File: config.mk
export PLATFORM = sky130hd
export DESIGN_NAME = scg_clock_gen
export DESIGN_NICKNAME = d
export VERILOG_FILES = /design/src/logic/scg_prescaler.v /design/src/logic/scg_clock_gen.v
export VERILOG_INCLUDE_DIRS = /design/src /design/src/pkg
export SDC_FILE = /design/constraint.sdc
export NUM_CORES = 1
export LEC_CHECK = 0
export BUFFER_PORTS_ARGS = -buffer_cell sky130_fd_sc_hd__buf_4
export CAP_MARGIN = 20
export CORE_ASPECT_RATIO = 1.4
export CORE_MARGIN = 1
export CORE_UTILIZATION = 30
export DETAILED_ROUTE_END_ITERATION = 8
export SLEW_MARGIN = 20
export SYNTH_ARGS = -nofsm -noshare
export SYNTH_HDL_FRONTEND = slang
export SYNTH_SLANG_ARGS = --single-unit
File: constraint.sdc
create_clock -name ref_clk -period 2 [get_ports ref_clk]
set_clock_uncertainty 0.1 [all_clocks]
set_input_delay 0.1 -clock ref_clk [delete_from_list [all_inputs] [get_ports ref_clk]]
set_output_delay 0.1 -clock ref_clk [all_outputs]
set_load 0.01 [all_outputs]
File: src/pkg/scg_map.vh
`ifndef SCG_MAP_VH
`define SCG_MAP_VH
// Settling delay before the external input clock counts as confirmed
`define SCG_SETTLE_US 500
// Reference clock period
`define SCG_REF_PERIOD_NS 25
// Least settle count, rounded up to whole reference cycles
`define SCG_SETTLE_CYCLES ((`SCG_SETTLE_US * 1000 + `SCG_REF_PERIOD_NS - 1) / `SCG_REF_PERIOD_NS)
// Threshold for duty adjustment, in kHz
`define SCG_DUTY_THRESH_KHZ 5000
// Prescaler width: taps from /2 to /4096
`define SCG_PRESCALE_BITS 12
`endif

File: src/logic/scg_prescaler.v
`timescale 1ns/100ps
// Free-running divider; bit k toggles at peripheral rate / 2^(k+1)
module scg_prescaler #(
   parameter WIDTH = 12
) (
   input wire ref_clk,
   input wire sys_rst,
   input wire clk_en,
   input wire tick,
   output reg [WIDTH-1:0] taps
);
   // Counter advances once per peripheral clock tick
   always @(posedge ref_clk) begin
      if (sys_rst) begin
         taps <= {WIDTH{1'b0}};
      end else if (clk_en && tick) begin
         taps <= taps + {{(WIDTH-1){1'b0}}, 1'b1};
      end
   end
endmodule

File: src/logic/scg_clock_gen.v
// Operation
// - Clock confirmed only after 500 us settle
// - Duty adjust used at 5 MHz and above
// - Peripheral clock is system clock or half
// - Prescaler taps span half to 1/4096
`timescale 1ns/100ps
`include "scg_map.vh"
module scg_clock_gen #(
   parameter SETTLE_CYCLES = `SCG_SETTLE_CYCLES,
   parameter PRESCALE_BITS = `SCG_PRESCALE_BITS,
   parameter DUTY_THRESH_KHZ = `SCG_DUTY_THRESH_KHZ
) (
   input wire ref_clk,
   input wire sys_rst,
   input wire clk_en,
   input wire ext_clock_input_pin,
   input wire [15:0] ext_clock_khz,
   input wire clock_halve_select,
   output reg sys_clock,
   output reg clock_confirmed,
   output reg duty_adjust_active,
   output reg periph_tick,
   output wire [PRESCALE_BITS-1:0] prescale_taps
);
   reg ext_meta;
   reg ext_sync;
   reg ext_prev;
   reg ext_seen;
   reg [31:0] settle_count;
   reg half_phase;
   reg sys_edge;
   // Threshold cut to the width of the frequency port on purpose
   localparam [31:0] THRESH_FULL = DUTY_THRESH_KHZ;
   wire [15:0] thresh = THRESH_FULL[15:0];

   // Two-stage synchroniser; only ext_sync and ext_prev are read by logic
   // Reset high so a pin parked high gives no false first edge
   always @(posedge ref_clk) begin
      if (sys_rst) begin
         ext_meta <= 1'b1;
         ext_sync <= 1'b1;
         ext_prev <= 1'b1;
      end else if (clk_en) begin
         ext_meta <= ext_clock_input_pin;
         ext_sync <= ext_meta;
         ext_prev <= ext_sync;
      end
   end

   // Settle timer starts at first rising input edge; the partner keeps reset meanwhile
   always @(posedge ref_clk) begin
      if (sys_rst) begin
         ext_seen <= 1'b0;
         settle_count <= 32'h00000000;
         clock_confirmed <= 1'b0;
      end else if (clk_en) begin
         if (ext_sync && !ext_prev) begin
            ext_seen <= 1'b1;
         end
         if (ext_seen && !clock_confirmed) begin
            if (settle_count >= SETTLE_CYCLES - 1) begin
               clock_confirmed <= 1'b1;
            end else begin
               settle_count <= settle_count + 32'h00000001;
            end
         end
      end
   end

   // System clock: rebuilt from input edges when fast, raw otherwise; gated until confirmed
   always @(posedge ref_clk) begin
      if (sys_rst) begin
         duty_adjust_active <= 1'b0;
         sys_clock <= 1'b0;
         sys_edge <= 1'b0;
      end else if (clk_en) begin
         duty_adjust_active <= (ext_clock_khz >= thresh);
         sys_edge <= clock_confirmed && ext_sync && !ext_prev;
         if (!clock_confirmed) begin
            sys_clock <= 1'b0;
         end else if (duty_adjust_active) begin
            // Rebuild from both rising and falling edges, so input duty skew is kept
            if (ext_sync && !ext_prev) begin
               sys_clock <= 1'b1;
            end else if (!ext_sync && ext_prev) begin
               sys_clock <= 1'b0;
            end
         end else begin
            sys_clock <= ext_sync;
         end
      end
   end

   // Peripheral tick: every system edge, or every other one when halved
   always @(posedge ref_clk) begin
      if (sys_rst) begin
         half_phase <= 1'b0;
         periph_tick <= 1'b0;
      end else if (clk_en) begin
         periph_tick <= 1'b0;
         if (sys_edge) begin
            half_phase <= ~half_phase;
            periph_tick <= clock_halve_select ? half_phase : 1'b1;
         end
      end
   end

   scg_prescaler #(
      .WIDTH(PRESCALE_BITS)
   ) u_prescaler (
      .ref_clk(ref_clk),
      .sys_rst(sys_rst),
      .clk_en(clk_en),
      .tick(periph_tick),
      .taps(prescale_taps)
   );
endmodule

Word-level counts from Yosys, hierarchy flattened:

Cells that the tools add are included.

* flip-flop bits (word level): 54
* input bits: 21
* word-level logic and storage cells: 39

* $add $sub $neg: 2
* $lt $le $gt $ge: 2
* equal/unequal tests: 1
* muxes and demuxes: 6
* bitwise gates (word level): 2
* reductions and logical operators: 14

Operators by type and width (number)
* adder 32 x 1 -> 32 bit, second input constant: 1
* >= comparator 32 x 15 -> 1 bit, second input constant: 1
* >= comparator 16 x 13 -> 1 bit, second input constant: 1
* adder 12 x 1 -> 12 bit, second input constant: 1
* logical AND 1 bit: 6
* 2-to-1 mux 1 bit: 6
* AND reduction 2 bit: 3
* AND reduction 3 bit: 2
* != test 4 x 2 -> 1 bit, second input constant: 1
* logical NOT 1 bit: 3
* NOT 1 bit: 2

Longest topological paths before layout:

* depth in word-level cells: 6
* depth in mapped cells: 7

Hierarchy:

Synthesis repeated with hierarchy kept, for this count alone.

* cell total of the unflattened synthesis: 248
* area, all modules: 2265.9 sq um

By module, submodules not included
* scg_clock_gen: instances 1, cells an instance 191, area each 1741.7 sq um, seq. area each 840.8 sq um
* scg_prescaler: instances 1, cells an instance 57, area each 524.3 sq um, seq. area each 240.2 sq um

Worst setup path before layout:

No wires, ideal clock.

* path kind: register to register
* from: register settle_count[18]
* to: register settle_count[11]
* data arrival time: 1892 ps
* slack: -63 ps
* cell stages (with the launch flop): 6
* path buffers: 0
* period minus slack after synthesis: 2063 ps
* cells stage by stage: dfxtp_1 -> or4_4 -> nor4_4 -> nand4_4 -> or4_1 -> a21oi_1

* word-level cells in the longest chain between the ends: 3

Ends and longest elaborated chain
* start: declaration: RTL line scg_clock_gen.v:29 `reg [31:0] settle_count;`
* start signal: assignment: RTL line scg_clock_gen.v:64 `settle_count <= settle_count + 32'h00000001;`
* >= comparator 32 x 15 -> 1 bit: RTL line scg_clock_gen.v:61 `if (settle_count >= SETTLE_CYCLES - 1) begin`
* NOT 1 bit (no source line)
* AND reduction 3 bit (no source line)

No other way between the ends.
A chain may end at the register's enable or synchronous reset.

Worst setup path in the final report:

* from: register settle_count[18]
* to: register settle_count[9]

Same word-level chain as after synthesis.

==> flow_summary.yaml <==
critical_path:
  crit_family: "simple AND/OR/NAND/NOR gates"
  crit_path_max_fanout: 13
  reg2reg_depth: 7
  cp_slowest_cell: "or4_4"
  timing.critical_path.buf_inv: 2
  worst-path-stages: 7
  arrival_ns: 2.33
  path_cells: "or4_4, nor4_4, nand4_4, buf_4, buf_4, nor4_1, o21a_1"
  endpoint_kind: "register"
  worstSetupPathType: "register to register"
  cp_common_cell: "buf_4"
  required_ns: 2.15
  cp-start-kind: "register"
  max_stage_delay_ns: 0.55
synthesis:
  yosysSeqAreaShare: 0.4932
  ys_warn_count: 0
  syn_avg_cell_area_um2: 9.368
  syn-cell-area_mm2: 0.002192
  yosysUniqueCellTypes: 36
  ys_ff_latch: 54
  ys_async_sr_fraction: 0
  ys.flop_type: "dfxtp_1"
  synthCells: 234
  synth_nets: 258
  synth_edf_count: 0
final_layout:
  finalNonFillerCells: 386
  utilization: 0.4037
  regArea_mm2: 0.001082
  area_growth_syn_to_layout_pct: 29.39
  mostFrequentLayoutCell: "buf_4"
  final_cell_mix: "buf_4 (55), dfxtp_1 (53), nor2_1 (20)"
  multi_input_area_mm2: 0.001060
  layout.nets: 314
  n_fill_cell: 746
  n_antenna_cell: 0
  drive_above_1_share: 0.2405
timing:
  slew_viol_final: 0
  setup_ws_ns: -0.1766
  finalSetupViolations: 13
  period_needed_ns: 2.177
  hold_viol_final: 0
  whs_ns: 0.02797
  tightest_slew_ns: 0.3560
  rsz0062_at_grt: "yes"
  period_share: 1.088
  fmax_mhz: 459.4
  worst_slew_margin_rel: 0.7620
floorplanning:
  core_area_mm2: 0.007027
  die_w_um: 74.25
  row_count: 36
  dieArea_mm2: 0.007658
  die_height_um: 103.1
  ios: 37
  initial_core_util: 0.3120
grt:
  grt_util_all_layers: 0.1237
  grt_use_met3: 0.03030
  grt_busiest_layer: "met2"
  grt_start_max_net_pins: 30
  use_met1: 0.1329
  antenna_found_initial: 0
  globalRouteMet2Util: 0.2294
  overflow: 0
  grt_pass1_vias: 1749
  grt_pass1_wl_um: 7341
routing:
  vias: 1833
  wl_um: 4196
  drc: 0
  ant_nets: 0
  dr.first_iter.drc_count: 39
  viasPerCell: 4.749
  routedWlPerCell_um: 10.87
  drtPass1Iterations: 4
placement:
  place.gp.congestion: 0.7896
  portBuffers: 33
  dp_cells: 372
  dp_hpwl_um: 2969
clock_network:
  numCtsBuffers: 5
  clockBufferDepth: 2
  cts_sinks: 54
  cts_root_buf: "clkbuf_8"
  clk_latency_ns: 0.30
  clk_pin_slew_worst_paths_ns: 0.10
  cts_htree_levels: 2
  cts_tree: "yes"
worst_hold_path:
  hp-class: "primary input to register"
  min_path_cells: 3
power_and_ir_drop:
  p_leak_nw: 1.112
  ir_worst_vdd_mv: 0.5009
  power_density_mw_per_mm2: 676.3
outcome:
  violations: "setup timing"
  status: "complete, but fails checks"
flow_run:
  maxCapViolCount: 0
layout make-up:
type,instances,area share
clock inverter,3,0.01676
sequential,54,0.3816
multi-input combinational,167,0.3736
timing repair buffer,58,0.1566
tap,95,0.04191
inverter,4,0.005293
clock buffer,5,0.02426
registers in the layout (all words and copies together) (netlist names):
register and cells:
sys_clock 1, ext_sync 1, periph_tick 1, ext_prev 1, half_phase 1, clock_confirmed 1, settle_count 32, ext_seen 1
duty_adjust_active 1, u_prescaler.taps 12, ext_meta 1, sys_edge 1
cell families after synthesis:
family / Yosys count / synth area share
compound gates: 39 / 0.1107
xor+xnor: 13 / 0.05194
fa+ha+maj: 3 / 0.01713
buf+inv: 13 / 0.02568
flops: 54 / 0.4932
mux: 3 / 0.01370
simple gates: 109 / 0.2877
per-stage QoR:
step / instance area, um^2 / TNS [ns] / worst slack, ns / total power [mW]
floorplan: 2192 / 0 / 0.01043 / 1.155
global placement: 2660 / -1.005 / -0.1591 / 1.195
detailed placement: 2660 / -1.560 / -0.2158 / 1.196
CTS: 2824 / -2.026 / -0.1891 / 1.952
global route: 2836 / -3.256 / -0.2933 / 2.011
finish: 2836 / -1.856 / -0.1766 / 1.918
power breakdown:
part,total (mW),internal [mW],switching (mW)
combinational,0.0896,0.0465,0.0430
clock,0.742,0.380,0.362
sequential,1.09,1.08,0.00535
total,1.92,1.51,0.410
worst paths after layout:
kind / startpoint / to / slack, ns
worst min register to register: settle_count[27] / settle_count[27] / 0.37
worst min-delay path: ext_clock_khz[13] / duty_adjust_active / 0.03
worst max-delay path: settle_count[18] / settle_count[9] / -0.18
worst max register to register: settle_count[18] / settle_count[9] / -0.18
cells in the mapped netlist (4+ instances only):
library cell / count / share of area
clkbuf_1: 7 / 0.012
or4_1: 5 / 0.017
inv_1: 4 / 0.0068
or3_1: 7 / 0.020
nor4_1: 4 / 0.011
a21oi_1: 16 / 0.037
and4_1: 4 / 0.016
nand2_1: 18 / 0.031
nand3_1: 12 / 0.027
xor2_1: 12 / 0.048
o31ai_1: 6 / 0.021
nor2_1: 20 / 0.034
dfxtp_1: 54 / 0.49
o21ai_0: 6 / 0.014
and3_1: 5 / 0.014
o211ai_1: 4 / 0.014
nor2b_1: 17 / 0.049
nand4_1: 5 / 0.014
what timing repair did:
action,CTS,global route
resized for setup,1,2
pin swaps,1,1
setup endpoints to repair,13,15
cloned,0,0
hold buffers,2,0
endpoints found under the hold margin,2,0
setup buffers,3,1
tightest hold or removal path, cell delays in order:
cell	delay, ns
buf_4	0.08
nor4b_1	0.04
a211oi_1	0.17
per-layer routing:
metal / part of all wire / vias up
met3: 0.024 / 4
li1: - / 948
met5: 0 / -
met2: 0.53 / 17
met4: 0.013 / 0
met1: 0.43 / 864
(Power assumes the default switching activity.)
